<file path="config.mk">
export PLATFORM = sky130hd
export DESIGN_NAME = chgsp_regs
export DESIGN_NICKNAME = d
export VERILOG_FILES = /design/src/rtl/chgsp_pkg.sv /design/src/rtl/chgsp_setpt_if.sv /design/src/rtl/chgsp_setpoint.sv /design/src/rtl/chgsp_regs.sv
export SDC_FILE = /design/constraint.sdc
export NUM_CORES = 1
export LEC_CHECK = 0
export BUFFER_PORTS_ARGS = -buffer_cell sky130_fd_sc_hd__buf_2
export CORE_MARGIN = 3
export CORE_UTILIZATION = 50
export DETAILED_ROUTE_END_ITERATION = 7
export PLACE_DENSITY = 0.7
export SYNTH_ARGS = -nofsm -noshare
export SYNTH_HDL_FRONTEND = slang
export SYNTH_SLANG_ARGS = --single-unit
export TNS_END_PERCENT = 100
</file>
<file path="constraint.sdc">
create_clock -name core_clk -period 8.35 [get_ports core_clk]
set_clock_uncertainty 0.05 [all_clocks]
set_input_delay 1.2525 -clock core_clk [delete_from_list [all_inputs] [get_ports core_clk]]
set_output_delay 1.2525 -clock core_clk [all_outputs]
set_load 0.1 [all_outputs]
</file>
<file path="src/rtl/chgsp_pkg.sv">
package chgsp_pkg;

  // ***********************************************************
  // Register map
  // ***********************************************************
  localparam logic [7:0] FC_OFFSET = 8'h03;
  localparam logic [7:0] TP_OFFSET = 8'h04;
  localparam logic [7:0] BV_OFFSET = 8'h05;
  localparam logic [7:0] SO_OFFSET = 8'h06;
  localparam logic [7:0] FC_RESET = 8'h14;
  localparam logic [7:0] TP_RESET = 8'h0e;
  localparam logic [7:0] BV_RESET = 8'h78;
  localparam logic [7:0] SO_RESET = 8'haa;
  localparam logic [7:0] UNMAPPED_READ = 8'h00;

  // ***********************************************************
  // Field positions
  // ***********************************************************
  localparam int RANGE_BIT = 7;
  localparam int CODE_MSB = 6;
  localparam int CODE_LSB = 2;
  localparam int CHG_DIS_BIT = 1;
  localparam int HIZ_BIT = 0;
  localparam int TERM_EN_BIT = 1;
  localparam int VB_MSB = 7;
  localparam int VB_LSB = 1;
  localparam int SYS_EN_BIT = 7;
  localparam logic [4:0] CODE_ALL_ONES = 5'h1f;

  // ***********************************************************
  // Setpoint arithmetic (mA, 500 uA units, mV)
  // ***********************************************************
  localparam int CHG_MA_W = 9;
  localparam int TERM_W = 7;
  localparam int VBAT_W = 13;
  localparam logic [12:0] CHG_LO_BASE = 13'h0005;
  localparam logic [12:0] CHG_LO_STEP = 13'h0001;
  localparam logic [12:0] CHG_LO_MAX = 13'h0023;
  localparam logic [12:0] CHG_HI_BASE = 13'h0028;
  localparam logic [12:0] CHG_HI_STEP = 13'h000a;
  localparam logic [12:0] CHG_HI_MAX = 13'h012c;
  localparam logic [12:0] TERM_LO_BASE = 13'h0001;
  localparam logic [12:0] TERM_LO_STEP = 13'h0001;
  localparam logic [12:0] TERM_LO_MAX = 13'h000a;
  localparam logic [12:0] TERM_HI_BASE = 13'h000c;
  localparam logic [12:0] TERM_HI_STEP = 13'h0002;
  localparam logic [12:0] TERM_HI_MAX = 13'h004a;
  localparam logic [12:0] VBAT_BASE = 13'h0e10;
  localparam logic [12:0] VBAT_STEP = 13'h000a;
  localparam logic [12:0] VBAT_MAX = 13'h122a;

  // ***********************************************************
  // Serial slave
  // ***********************************************************
  localparam logic [3:0] BYTE_BITS = 4'h8;
  localparam logic [6:0] DEV_ADDR_DEFAULT = 7'h2a;

  typedef enum logic [6:0] {
    ST_IDLE  = 7'b0000001,
    ST_ADDR  = 7'b0000010,
    ST_ACK_A = 7'b0000100,
    ST_WRITE = 7'b0001000,
    ST_ACK_W = 7'b0010000,
    ST_READ  = 7'b0100000,
    ST_ACK_R = 7'b1000000
  } chgsp_state_t;

endpackage : chgsp_pkg

</file>
<file path="src/rtl/chgsp_setpt_if.sv">
`timescale 1ns/1ps
interface chgsp_setpt_if;
  import chgsp_pkg::*;
  // Register contents toward the decoder
  logic [7:0] fc_reg;
  logic [7:0] tp_reg;
  logic [7:0] bv_reg;
  logic [7:0] so_reg;
  logic chg_written;
  logic term_written;
  // Decoded setpoints back to the bank
  logic [CHG_MA_W-1:0] chg_ma;
  logic chg_ext;
  logic [TERM_W-1:0] term_half_ma;
  logic te_eff;
  logic [VBAT_W-1:0] vbat_mv;
  logic chg_en;
  logic hiz;
  logic sys_en;

  modport bank(output fc_reg, tp_reg, bv_reg, so_reg, chg_written,
    term_written, input chg_ma, chg_ext, term_half_ma, te_eff, vbat_mv,
    chg_en, hiz, sys_en);
  modport calc(input fc_reg, tp_reg, bv_reg, so_reg, chg_written,
    term_written, output chg_ma, chg_ext, term_half_ma, te_eff, vbat_mv,
    chg_en, hiz, sys_en);
endinterface : chgsp_setpt_if

</file>
<file path="src/rtl/chgsp_setpoint.sv">
`timescale 1ns/1ps
module chgsp_setpoint (
  // Clock and reset
  input wire logic core_clk,
  input wire logic core_clk_en,
  input wire logic sys_rst,
  // Register side
  chgsp_setpt_if.calc sp,
  // Pin-programmed defaults and loop status
  input wire logic [chgsp_pkg::CHG_MA_W-1:0] chg_res_ma,
  input wire logic [chgsp_pkg::CHG_MA_W-1:0] chg_otp_ma,
  input wire logic charge_current_set_pin_gnd,
  input wire logic [chgsp_pkg::TERM_W-1:0] term_res_half_ma,
  input wire logic [chgsp_pkg::TERM_W-1:0] term_otp_half_ma,
  input wire logic term_set_pin_gnd,
  input wire logic input_voltage_power_loop,
  input wire logic cool_temp_loop
);
  import chgsp_pkg::*;

  typedef struct packed {
    logic [CHG_MA_W-1:0] chg_ma;
    logic chg_ext;
    logic [TERM_W-1:0] term;
    logic te_eff;
    logic [VBAT_W-1:0] vbat;
    logic chg_en;
    logic hiz;
    logic sys_en;
  } chgsp_calc_t;

  localparam chgsp_calc_t CALC_RST = '0;

  chgsp_calc_t calc_reg;
  chgsp_calc_t calc_next;
  logic [4:0] chg_code;
  logic [4:0] term_code;
  logic [12:0] chg_val;
  logic [12:0] term_val;

  // Base plus code times step, saturated at the top
  function automatic logic [12:0] lin_clamp(input logic [12:0] base,
    input logic [12:0] step, input logic [6:0] code,
    input logic [12:0] top);
    logic [12:0] v;
    v = base + step * 13'(code);
    return (v > top) ? top : v;
  endfunction : lin_clamp

  // ***********************************************************
  // Setpoint decode
  // ***********************************************************
  always_comb begin
    calc_next = calc_reg;
    chg_code = sp.fc_reg[CODE_MSB:CODE_LSB];
    term_code = sp.tp_reg[CODE_MSB:CODE_LSB];
    chg_val = sp.fc_reg[RANGE_BIT] ?
      lin_clamp(CHG_HI_BASE, CHG_HI_STEP, {2'b00, chg_code},
        CHG_HI_MAX) :
      lin_clamp(CHG_LO_BASE, CHG_LO_STEP, {2'b00, chg_code},
        CHG_LO_MAX);
    term_val = sp.tp_reg[RANGE_BIT] ?
      lin_clamp(TERM_HI_BASE, TERM_HI_STEP, {2'b00, term_code},
        TERM_HI_MAX) :
      lin_clamp(TERM_LO_BASE, TERM_LO_STEP, {2'b00, term_code},
        TERM_LO_MAX);
    // External value until written, or on the all-ones code
    calc_next.chg_ext = !sp.chg_written ||
      (chg_code == CODE_ALL_ONES);
    if (calc_next.chg_ext) begin
      calc_next.chg_ma = charge_current_set_pin_gnd ? chg_otp_ma :
        chg_res_ma;
    end else begin
      calc_next.chg_ma = chg_val[CHG_MA_W-1:0];
    end
    if (!sp.term_written) begin
      calc_next.term = term_set_pin_gnd ? term_otp_half_ma :
        term_res_half_ma;
    end else begin
      calc_next.term = term_val[TERM_W-1:0];
    end
    calc_next.te_eff = sp.tp_reg[TERM_EN_BIT] &&
      !input_voltage_power_loop && !cool_temp_loop;
    calc_next.vbat = lin_clamp(VBAT_BASE, VBAT_STEP,
      sp.bv_reg[VB_MSB:VB_LSB], VBAT_MAX);
    calc_next.chg_en = !sp.fc_reg[CHG_DIS_BIT];
    calc_next.hiz = sp.fc_reg[HIZ_BIT];
    calc_next.sys_en = sp.so_reg[SYS_EN_BIT];
  end

  // State register
  always_ff @(posedge core_clk) begin
    if (sys_rst) begin
      calc_reg <= CALC_RST;
    end else if (core_clk_en) begin
      calc_reg <= calc_next;
    end
  end

  // Results toward the bank
  assign sp.chg_ma = calc_reg.chg_ma;
  assign sp.chg_ext = calc_reg.chg_ext;
  assign sp.term_half_ma = calc_reg.term;
  assign sp.te_eff = calc_reg.te_eff;
  assign sp.vbat_mv = calc_reg.vbat;
  assign sp.chg_en = calc_reg.chg_en;
  assign sp.hiz = calc_reg.hiz;
  assign sp.sys_en = calc_reg.sys_en;

endmodule : chgsp_setpoint

</file>
<file path="src/rtl/chgsp_regs.sv">
`timescale 1ns/1ps
// Overview of operation
// - Charge control register resets to 0x14; all eight bits read/write.
// - Low range: charge current is 5 mA plus code times 1 mA.
// - High range: charge current is 40 mA plus code times 10 mA.
// - Code bits 6 down to 2 weigh 16, 8, 4, 2, 1 steps.
// - Charge setting saturates at 35 mA low range, 300 mA high.
// - All-ones charge code selects the pin-programmed charge current.
// - Charger-disable bit 1 at zero charges; at one stops; resets zero.
// - Bit 0 set selects high impedance mode; resets to zero.
// - Charge default from set-pin resistor, or OTP when pin grounded.
// - Termination register resets to 0x0e, read/write, termination on.
// - One termination code sets both termination and pre-charge current.
// - Termination: 500 uA plus code times 500 uA, or 6 mA plus code mA.
// - Termination code bits 6 down to 2 weigh 16, 8, 4, 2, 1 steps.
// - Low-range termination setting saturates at 5 mA.
// - Low-current termination only while enable bit 1 is one; resets one.
// - Termination suppressed while input-voltage or cool loop is active.
// - Termination default from pin resistor, or OTP when pin grounded.
// - Battery voltage register resets to 0x78, all bits read/write.
// - Battery voltage is 3.6 V plus bits 7..1 code times 10 mV.
// - Battery voltage setting saturates at 4.65 V.
// - System output register resets to 0xaa, all bits read/write.
// - System output bit 7 enables output; cleared pulls output low.
module chgsp_regs #(
  parameter logic [6:0] DEV_ADDR = chgsp_pkg::DEV_ADDR_DEFAULT // Arbitrary
) (
  // Clock and reset
  input wire logic core_clk,
  input wire logic core_clk_en,
  input wire logic sys_rst,
  // Serial pins
  input wire logic scl_in,
  input wire logic sda_in,
  output logic sda_out,
  output logic sda_oe_n,
  // Pin-programmed defaults and loop status
  input wire logic [chgsp_pkg::CHG_MA_W-1:0] chg_res_ma,
  input wire logic [chgsp_pkg::CHG_MA_W-1:0] chg_otp_ma,
  input wire logic charge_current_set_pin_gnd,
  input wire logic [chgsp_pkg::TERM_W-1:0] term_res_half_ma,
  input wire logic [chgsp_pkg::TERM_W-1:0] term_otp_half_ma,
  input wire logic term_set_pin_gnd,
  input wire logic input_voltage_power_loop,
  input wire logic cool_temp_loop,
  // Setpoint outputs
  output logic [chgsp_pkg::CHG_MA_W-1:0] charge_current_ma,
  output logic charge_current_ext,
  output logic [chgsp_pkg::TERM_W-1:0] term_current_half_ma,
  output logic [chgsp_pkg::TERM_W-1:0] precharge_current_half_ma,
  output logic termination_enable,
  output logic [chgsp_pkg::VBAT_W-1:0] battery_reg_mv,
  output logic charge_enable,
  output logic high_impedance_sel,
  output logic system_output_enable,
  output logic system_output_pull_low
);
  import chgsp_pkg::*;

  // ***********************************************************
  // State
  // ***********************************************************
  typedef struct packed {
    logic [1:0] scl_sync;
    logic [1:0] sda_sync;
    logic scl_prev;
    logic sda_prev;
    chgsp_state_t st;
    logic [3:0] bitcnt;
    logic [7:0] shreg;
    logic [7:0] ptr;
    logic ptr_phase;
    logic nack;
    logic sda_hold;
    logic [7:0] fc;
    logic [7:0] tp;
    logic [7:0] bv;
    logic [7:0] so;
    logic chg_wr;
    logic term_wr;
  } chgsp_bank_t;

  localparam chgsp_bank_t BANK_RST = '{
    scl_sync: 2'h3, sda_sync: 2'h3, scl_prev: 1'b1, sda_prev: 1'b1,
    st: ST_IDLE, bitcnt: 4'h0, shreg: 8'h00, ptr: 8'h00,
    ptr_phase: 1'b1, nack: 1'b0, sda_hold: 1'b0,
    fc: FC_RESET, tp: TP_RESET, bv: BV_RESET, so: SO_RESET,
    chg_wr: 1'b0, term_wr: 1'b0};

  chgsp_bank_t r;
  chgsp_bank_t n;
  logic scl_s;
  logic sda_s;
  logic scl_rise;
  logic scl_fall;
  logic start_seen;
  logic stop_seen;
  logic [7:0] rd_byte;

  chgsp_setpt_if sp ();

  // Register read mux; unmapped pointers read as zero
  function automatic logic [7:0] reg_read(input logic [7:0] ptr,
    input chgsp_bank_t s);
    logic [7:0] v;
    v = UNMAPPED_READ;
    if (ptr == FC_OFFSET) begin
      v = s.fc;
    end else if (ptr == TP_OFFSET) begin
      v = s.tp;
    end else if (ptr == BV_OFFSET) begin
      v = s.bv;
    end else if (ptr == SO_OFFSET) begin
      v = s.so;
    end
    return v;
  endfunction : reg_read

  // ***********************************************************
  // Bus events from synchronised pins
  // ***********************************************************
  assign scl_s = r.scl_sync[1];
  assign sda_s = r.sda_sync[1];
  assign scl_rise = scl_s && !r.scl_prev;
  assign scl_fall = !scl_s && r.scl_prev;
  assign start_seen = scl_s && r.scl_prev && r.sda_prev && !sda_s;
  assign stop_seen = scl_s && r.scl_prev && !r.sda_prev && sda_s;
  assign rd_byte = reg_read(r.ptr, r);

  // ***********************************************************
  // Slave sequencer and register file
  // ***********************************************************
  always_comb begin
    n = r;
    n.scl_sync = {r.scl_sync[0], scl_in};
    n.sda_sync = {r.sda_sync[0], sda_in};
    n.scl_prev = scl_s;
    n.sda_prev = sda_s;
    if (stop_seen) begin
      n.st = ST_IDLE;
      n.sda_hold = 1'b0;
    end else if (start_seen) begin
      n.st = ST_ADDR;
      n.bitcnt = 4'h0;
      n.ptr_phase = 1'b1;
      n.sda_hold = 1'b0;
    end else begin
      unique case (r.st)
        ST_IDLE: begin
          n.sda_hold = 1'b0;
        end
        ST_ADDR: begin
          if (scl_rise) begin
            n.shreg = {r.shreg[6:0], sda_s};
            n.bitcnt = r.bitcnt + 4'h1;
          end else if (scl_fall && r.bitcnt == BYTE_BITS) begin
            if (r.shreg[7:1] == DEV_ADDR) begin
              n.sda_hold = 1'b1;
              n.st = ST_ACK_A;
            end else begin
              n.st = ST_IDLE;
            end
          end
        end
        ST_ACK_A: begin
          if (scl_fall) begin
            n.bitcnt = 4'h0;
            if (r.shreg[0]) begin
              n.shreg = rd_byte;
              n.ptr = r.ptr + 8'h01;
              n.sda_hold = !rd_byte[7];
              n.st = ST_READ;
            end else begin
              n.sda_hold = 1'b0;
              n.st = ST_WRITE;
            end
          end
        end
        ST_WRITE: begin
          if (scl_rise) begin
            n.shreg = {r.shreg[6:0], sda_s};
            n.bitcnt = r.bitcnt + 4'h1;
          end else if (scl_fall && r.bitcnt == BYTE_BITS) begin
            n.sda_hold = 1'b1;
            n.st = ST_ACK_W;
            if (r.ptr_phase) begin
              n.ptr = r.shreg;
              n.ptr_phase = 1'b0;
            end else begin
              n.ptr = r.ptr + 8'h01;
              if (r.ptr == FC_OFFSET) begin
                n.fc = r.shreg;
                n.chg_wr = 1'b1;
              end else if (r.ptr == TP_OFFSET) begin
                n.tp = r.shreg;
                n.term_wr = 1'b1;
              end else if (r.ptr == BV_OFFSET) begin
                n.bv = r.shreg;
              end else if (r.ptr == SO_OFFSET) begin
                n.so = r.shreg;
              end
            end
          end
        end
        ST_ACK_W: begin
          if (scl_fall) begin
            n.sda_hold = 1'b0;
            n.bitcnt = 4'h0;
            n.st = ST_WRITE;
          end
        end
        ST_READ: begin
          if (scl_rise) begin
            n.bitcnt = r.bitcnt + 4'h1;
          end else if (scl_fall) begin
            if (r.bitcnt == BYTE_BITS) begin
              n.sda_hold = 1'b0;
              n.st = ST_ACK_R;
            end else begin
              n.shreg = {r.shreg[6:0], 1'b0};
              n.sda_hold = !r.shreg[6];
            end
          end
        end
        ST_ACK_R: begin
          if (scl_rise) begin
            n.nack = sda_s;
          end else if (scl_fall) begin
            if (r.nack) begin
              n.st = ST_IDLE;
            end else begin
              n.shreg = rd_byte;
              n.ptr = r.ptr + 8'h01;
              n.bitcnt = 4'h0;
              n.sda_hold = !rd_byte[7];
              n.st = ST_READ;
            end
          end
        end
        default: begin
          n.st = ST_IDLE;
          n.sda_hold = 1'b0;
        end
      endcase
    end
  end

  // State register, frozen while the clock enable is low
  always_ff @(posedge core_clk) begin
    if (sys_rst) begin
      r <= BANK_RST;
    end else if (core_clk_en) begin
      r <= n;
    end
  end

  // ***********************************************************
  // Setpoint decoder and outputs
  // ***********************************************************
  assign sp.fc_reg = r.fc;
  assign sp.tp_reg = r.tp;
  assign sp.bv_reg = r.bv;
  assign sp.so_reg = r.so;
  assign sp.chg_written = r.chg_wr;
  assign sp.term_written = r.term_wr;

  chgsp_setpoint u_setpoint (
    .core_clk(core_clk),
    .core_clk_en(core_clk_en),
    .sys_rst(sys_rst),
    .sp(sp.calc),
    .chg_res_ma(chg_res_ma),
    .chg_otp_ma(chg_otp_ma),
    .charge_current_set_pin_gnd(charge_current_set_pin_gnd),
    .term_res_half_ma(term_res_half_ma),
    .term_otp_half_ma(term_otp_half_ma),
    .term_set_pin_gnd(term_set_pin_gnd),
    .input_voltage_power_loop(input_voltage_power_loop),
    .cool_temp_loop(cool_temp_loop)
  );

  // Open-drain data pin: only ever pulls low
  assign sda_out = 1'b0;
  assign sda_oe_n = !r.sda_hold;
  assign charge_current_ma = sp.chg_ma;
  assign charge_current_ext = sp.chg_ext;
  assign term_current_half_ma = sp.term_half_ma;
  assign precharge_current_half_ma = sp.term_half_ma;
  assign termination_enable = sp.te_eff;
  assign battery_reg_mv = sp.vbat_mv;
  assign charge_enable = sp.chg_en;
  assign high_impedance_sel = sp.hiz;
  assign system_output_enable = sp.sys_en;
  assign system_output_pull_low = !sp.sys_en;
endmodule : chgsp_regs

</file>
**Yosys cells after proc, flatten, opt, wreduce, memory -nomap -nowiden**

Index checks and enable logic that the tools add are counted.

- Register bits after elaboration: 104
- Latch bits: 0
- RAM bits: 0
- ROM bits: 0
- Output and inout port bits: 44
- Memories kept: 0

- Add/sub/neg operators: 7
- $mul: 2
- Div/mod/pow operators: 0
- Order comparisons: 5
- Equality and inequality tests: 47
- Shift operators: 0
- Muxes and demuxes: 75
- Bitwise gates (word level): 7
- Reductions and logical operators: 41

Operators with widths:

| cell | count |
|---|---|
| $mux W8 | 13 |
| $mux W7 | 13 |
| $mux W27 | 3 |
| $mux W35 | 2 |
| $mux W9 | 7 |
| $ne A4 B4 Y1 const B | 13 |
| $pmux W7 S7 | 1 |
| $reduce_and A13 Y1 | 3 |
| $mux W34 | 1 |
| $mux W16 | 2 |
| $pmux W8 S4 | 1 |
| $eq A8 B3 Y1 const B | 3 |
| $mux W24 | 1 |
| $pmux W8 S3 | 1 |
| $mux W11 | 2 |
| $reduce_and A11 Y1 | 2 |
| $ne A3 B3 Y1 const B | 7 |
| $mux W20 | 1 |
| $ne A2 B2 Y1 const B | 10 |
| $pmux W4 S5 | 1 |
| $reduce_and A10 Y1 | 2 |
| $mux W1 | 19 |
| $eq A7 B6 Y1 const B | 2 |
| $add A12 B11 Y13 const A | 1 |
| other kinds (43) | 73 |

**Logic depth before layout (Yosys ltp)**

- Depth in word-level cells: 12
- Depth in mapped cells: 11
- Mapped depth without buffers: 11

**Cells and area by module**

A second synthesis with hierarchy kept.

- Cells, all modules: 828
- Area total of the unflattened synthesis: 7068.0 µm²

Modules (own cells, without submodules):

| module | instances | cells each | area each (µm²) |
|---|---|---|---|
| chgsp_regs | 1 | 482 | 4261.6 |
| chgsp_setpoint | 1 | 346 | 2806.4 |

**Worst setup path after synthesis**

Ideal clock, no wire load.

- Path type: reg-to-reg
- From: register r, in the netlist sp.bv_reg[2]
- To: register u_setpoint.calc_reg, in the netlist u_setpoint.sp.vbat_mv[11]
- Library setup time: 119 ps
- Data arrival time: 3051 ps
- Data required time: 8181 ps
- Slack: 5130 ps
- Stages on the path, launching flop included: 11
- Path buffers: 0
- Period minus slack after synthesis: 3220 ps
- Path through: dfxtp_1 ha_1 ha_1 fa_1 a211o_1 a21oi_1 nor4_4 a2111o_1 a211oi_2 nor4_4 a32o_1

- Longest elaborated chain between the ends: 4

RTL lines:

| element | line | source |
|---|---|---|
| start, declared | chgsp_regs.sv:90 | `chgsp_bank_t r;` |
| start signal, assigned | chgsp_regs.sv:253 | `r <= n;` |
| $mul A3 B7 Y10 (*) | chgsp_setpoint.sv:46 | `v = base + step * 13'(code);` |
| $add A12 B11 Y13 (*) | chgsp_setpoint.sv:46 |  |
| $gt A13 B13 Y1 | chgsp_setpoint.sv:47 | `return (v > top) ? top : v;` |
| $mux W13 (*) | chgsp_setpoint.sv:47 |  |
| end signal, assigned | chgsp_setpoint.sv:96 | `calc_reg <= calc_next;` |
| end, declared | chgsp_setpoint.sv:34 | `chgsp_calc_t calc_reg;` |

Mark *: on every way between the ends. The rest lies on a longest branch, timed or not.
A chain may end at the register's enable or synchronous reset.

**Worst setup path in the final report**

- From: register r, in the netlist sp.bv_reg[2]
- To: register u_setpoint.calc_reg, in the netlist u_setpoint.sp.vbat_mv[1]

- Longest elaborated chain between the ends: 4

RTL lines:

| element | line |
|---|---|
| $mul A3 B7 Y10 | chgsp_setpoint.sv:46 |
| $add A12 B11 Y13 | chgsp_setpoint.sv:46 |
| $gt A13 B13 Y1 | chgsp_setpoint.sv:47 |
| $mux W13 | chgsp_setpoint.sv:47 |

No other way between the ends.

==> impl_metrics.toml <==
[run_status]
status = "complete, no violations"

[logic_synthesis]
share_of_synthesized_cell_area_in_full_adder_half_adder_and_majority_cells_pct = 6.599
dominant_combinational_cell_family_by_area_after_synthesis = "compound AO/OA/AOI/OAI gates"
synth_compound_gate_area_share_pct = 23.70
portion_of_netlist_area_occupied_by_mux_cells_pct = 7.068
synthMostInstantiatedCell = "sky130_fd_sc_hd__dfxtp_1"
postSynth.asyncResetShare_pct = 0
post_synth_and_or_nand_nor_area_fraction_pct = 22.95
synthXorXnorAreaFrac_pct = 2.625
ys_top_cells_by_area = "sky130_fd_sc_hd__dfxtp_1 (31%), sky130_fd_sc_hd__mux2i_1 (6.9%), sky130_fd_sc_hd__ha_1 (6.0%)"
synth_enable_flop_cells = 0
synth_warnings = 0
synth-seq-area-share_pct = 30.90
most_instantiated_cells_after_synthesis = "sky130_fd_sc_hd__dfxtp_1 (103), sky130_fd_sc_hd__nor2_1 (96), sky130_fd_sc_hd__nand2_1 (80)"
yosys.area.top_type = "sky130_fd_sc_hd__dfxtp_1"
ys_ff_latch = 103
synth.distinct_cells = 82
synth_top_cell_area_share_pct = 30.90
postSynthCellCount = 826
synth_flop_cell = "sky130_fd_sc_hd__dfxtp_1"
syn_area_mm2 = 0.006674
post_synth.cell_area_avg_um2 = 8.080

[setup_path]
timing.reg2reg.setup_slack_ps = 4760
r2r_start = "sp.bv_reg[2]"
worst_ep_arrival_time_ps = 3790
rr_worst_depth = 10
critical_path_required_time_ps = 8550
end_kind = "flip-flop"
crit_path_start_kind = "flip-flop"
worstReg2RegEnd = "u_setpoint.sp.vbat_mv[1]"
worstPathMaxFanout = 9
path_class = "reg -> reg"

[floorplan]
initial_standard_cell_utilization_of_the_core_pct = 52.04
floorplan.die.height_um = 121.5
placement_rows = 41
die_x_um = 121.5
die-area_mm2 = 0.01477
coreArea_mm2 = 0.01282
ioPinCount = 85

[sta]
finalWorstPathRequiredPeriod_ps = 3588
finalSetupViolCount = 0
final_hold_viol_count = 0
rsz0062_at_grt = "false"
maxSlewViolCount = 0
worst_hold_slack_ps = 402.9
max_slew_margin_pct = 25.09
tightestPinTransition_ps = 1115
post-route-period-util_pct = 42.97
fmax_mhz = 278.7
fin_tns_setup_ps = 0

[placement]
port-buffer-count = 82
hpwl_reported_at_the_end_of_detailed_placement_um = 12680
routabilityCongestion = 0.8886

[cells_and_area]
num-nets-final = 938
layout-drive-gt1-share_pct = 13.48
n_antenna_cell = 0
largest_reg_flops = 32
largest-register = "r"
area_growth_pct = 9.768

[global_routing]
groute.usage.overall_pct = 23.36
grt_max_degree = 54
initial_antenna_violation_count = 0
first_global_vias = 5675
grt_pass1_wl_um = 28030
residual_overflow_from_global_routing = 0

[power]
leakage_uw = 0.002950
power.density_mw_per_mm2 = 149.9
maximum_resistive_drop_on_vdd_v = 0.0001039

[clocking]
cts.root.buffer_cell = "sky130_fd_sc_hd__clkbuf_16"
cts.htree.levels = 3
clk-insertion-delay-late_ps = 350
cts_made_buffers = 9
tritoncts = "built"
cts-root-to-sink-buffers = 2
reg_clk_slew_reported_paths_ps = 70
clkSinkCount = 103
cts_hold_buffers = 0
post_cts_resize_count = 0
post-cts-setup-buffers = 0

[detailed_routing]
ant_nets = 0
detail_route.vias_per_cell = 5.995
postRouteWirelength_um = 17360
post-route-drc-count = 0
drtPass1Iterations = 5
wl_per_cell_um = 16.69
routed-via-count = 6235
drt_first_iter_violations = 707

[min_path]
timing.hold.worst_endpoint = "u_setpoint.sp.chg_ma[3]"
worst_min_delay_path_category = "reg -> reg"
timing.hold.worst_path_depth = 2
hold_start = "u_setpoint.sp.chg_ma[3]"

[flow_run]
maxcap_viol_count = 0
area by class of cell:
| class | instances | area, um2 |
|---|---|---|
| fillers | 1186 | 5499 |
| multi-input cells | 632 | 4208 |
| flip-flops and latches | 103 | 2062 |
| repair buffers | 84 | 425.4 |
| clock buffers | 11 | 232.7 |
| well taps | 172 | 215.2 |
| inverters | 33 | 123.9 |
| clock inverters | 5 | 58.81 |
logic make-up after synthesis:
logic type | Yosys count
multiplexers | 47
XOR/XNOR | 20
flip-flops | 103
other | 1
AO/OA/AOI/OAI | 226
AND/OR/NAND/NOR | 303
buffers and inverters | 92
adder cells (fa/ha/maj) | 34
cells in the final DEF (no fill, tap or decap), drive strengths merged, types with 7 or more instances in the layout:
master,instances
xnor2,9
nor2,96
a22oi,10
a211oi,18
a211o,14
a221oi,8
nor4,10
nand3,21
nand2b,12
and2,7
a21oi,55
or3,8
dfxtp,103
clkbuf,11
a31oi,7
ha,32
buf,84
o211ai,9
o22ai,8
nor3,15
and3,7
inv,32
mux2i,46
nor2b,20
o21ai,38
xor2,11
nand2,80
worst max-delay path, cell delays in order (launching register included):
cell	delay (ps)
sky130_fd_sc_hd__dfxtp_1	420
sky130_fd_sc_hd__ha_1	270
sky130_fd_sc_hd__ha_1	240
sky130_fd_sc_hd__fa_1	460
sky130_fd_sc_hd__a211o_1	360
sky130_fd_sc_hd__a21oi_1	370
sky130_fd_sc_hd__nor4_1	200
sky130_fd_sc_hd__a2111o_1	390
sky130_fd_sc_hd__a211oi_2	310
sky130_fd_sc_hd__nor4_4	100
sky130_fd_sc_hd__a311oi_1	300
worst max-delay path by stage:
stage | to | slack [ps] | start
2_1_floorplan | u_setpoint.sp.vbat_mv[11] | 5130 | sp.bv_reg[2]
3_3_place_gp | r[39] | 4680 | core_clk_en
3_5_place_dp | r[39] | 4580 | core_clk_en
4_1_cts | u_setpoint.sp.vbat_mv[3] | 4810 | sp.bv_reg[2]
5_1_grt | u_setpoint.sp.vbat_mv[1] | 4570 | sp.bv_reg[2]
6_report | u_setpoint.sp.vbat_mv[1] | 4760 | sp.bv_reg[2]
routing by layer:
| metal | vias to the layer above | wire [um] | share of wire [%] | global-route usage (%) |
|---|---|---|---|---|
| li1 | 3059 | - | - | - |
| met4 | 0 | 346 | 2.0 | 8.543 |
| met3 | 30 | 1425 | 8.2 | 4.457 |
| met1 | 2909 | 8091 | 47 | 33.05 |
| met5 | - | 0 | 0 | 0 |
| met2 | 237 | 7498 | 43 | 35.47 |
where the power goes:
part / internal [uW] / switching, uW
combinational: 36.1 / 133
clock: 233 / 185
sequential: 502 / 9.58
total: 771 / 328
per-stage QoR:
stage,utilization (%),instances,total power (uW),worst slack (ps),instance area [um2]
6_report,57.12,1040,1098,4762,7326
5_1_grt,57.12,1040,1135,4571,7326
4_1_cts,57.12,1040,1105,4809,7326
3_5_place_dp,54.85,1024,691.1,4580,7034
3_3_place_gp,54.85,1024,689.1,4680,7034
2_1_floorplan,-,827,661.6,5130,6678
Note: power is estimated with default switching activity, not from simulation.
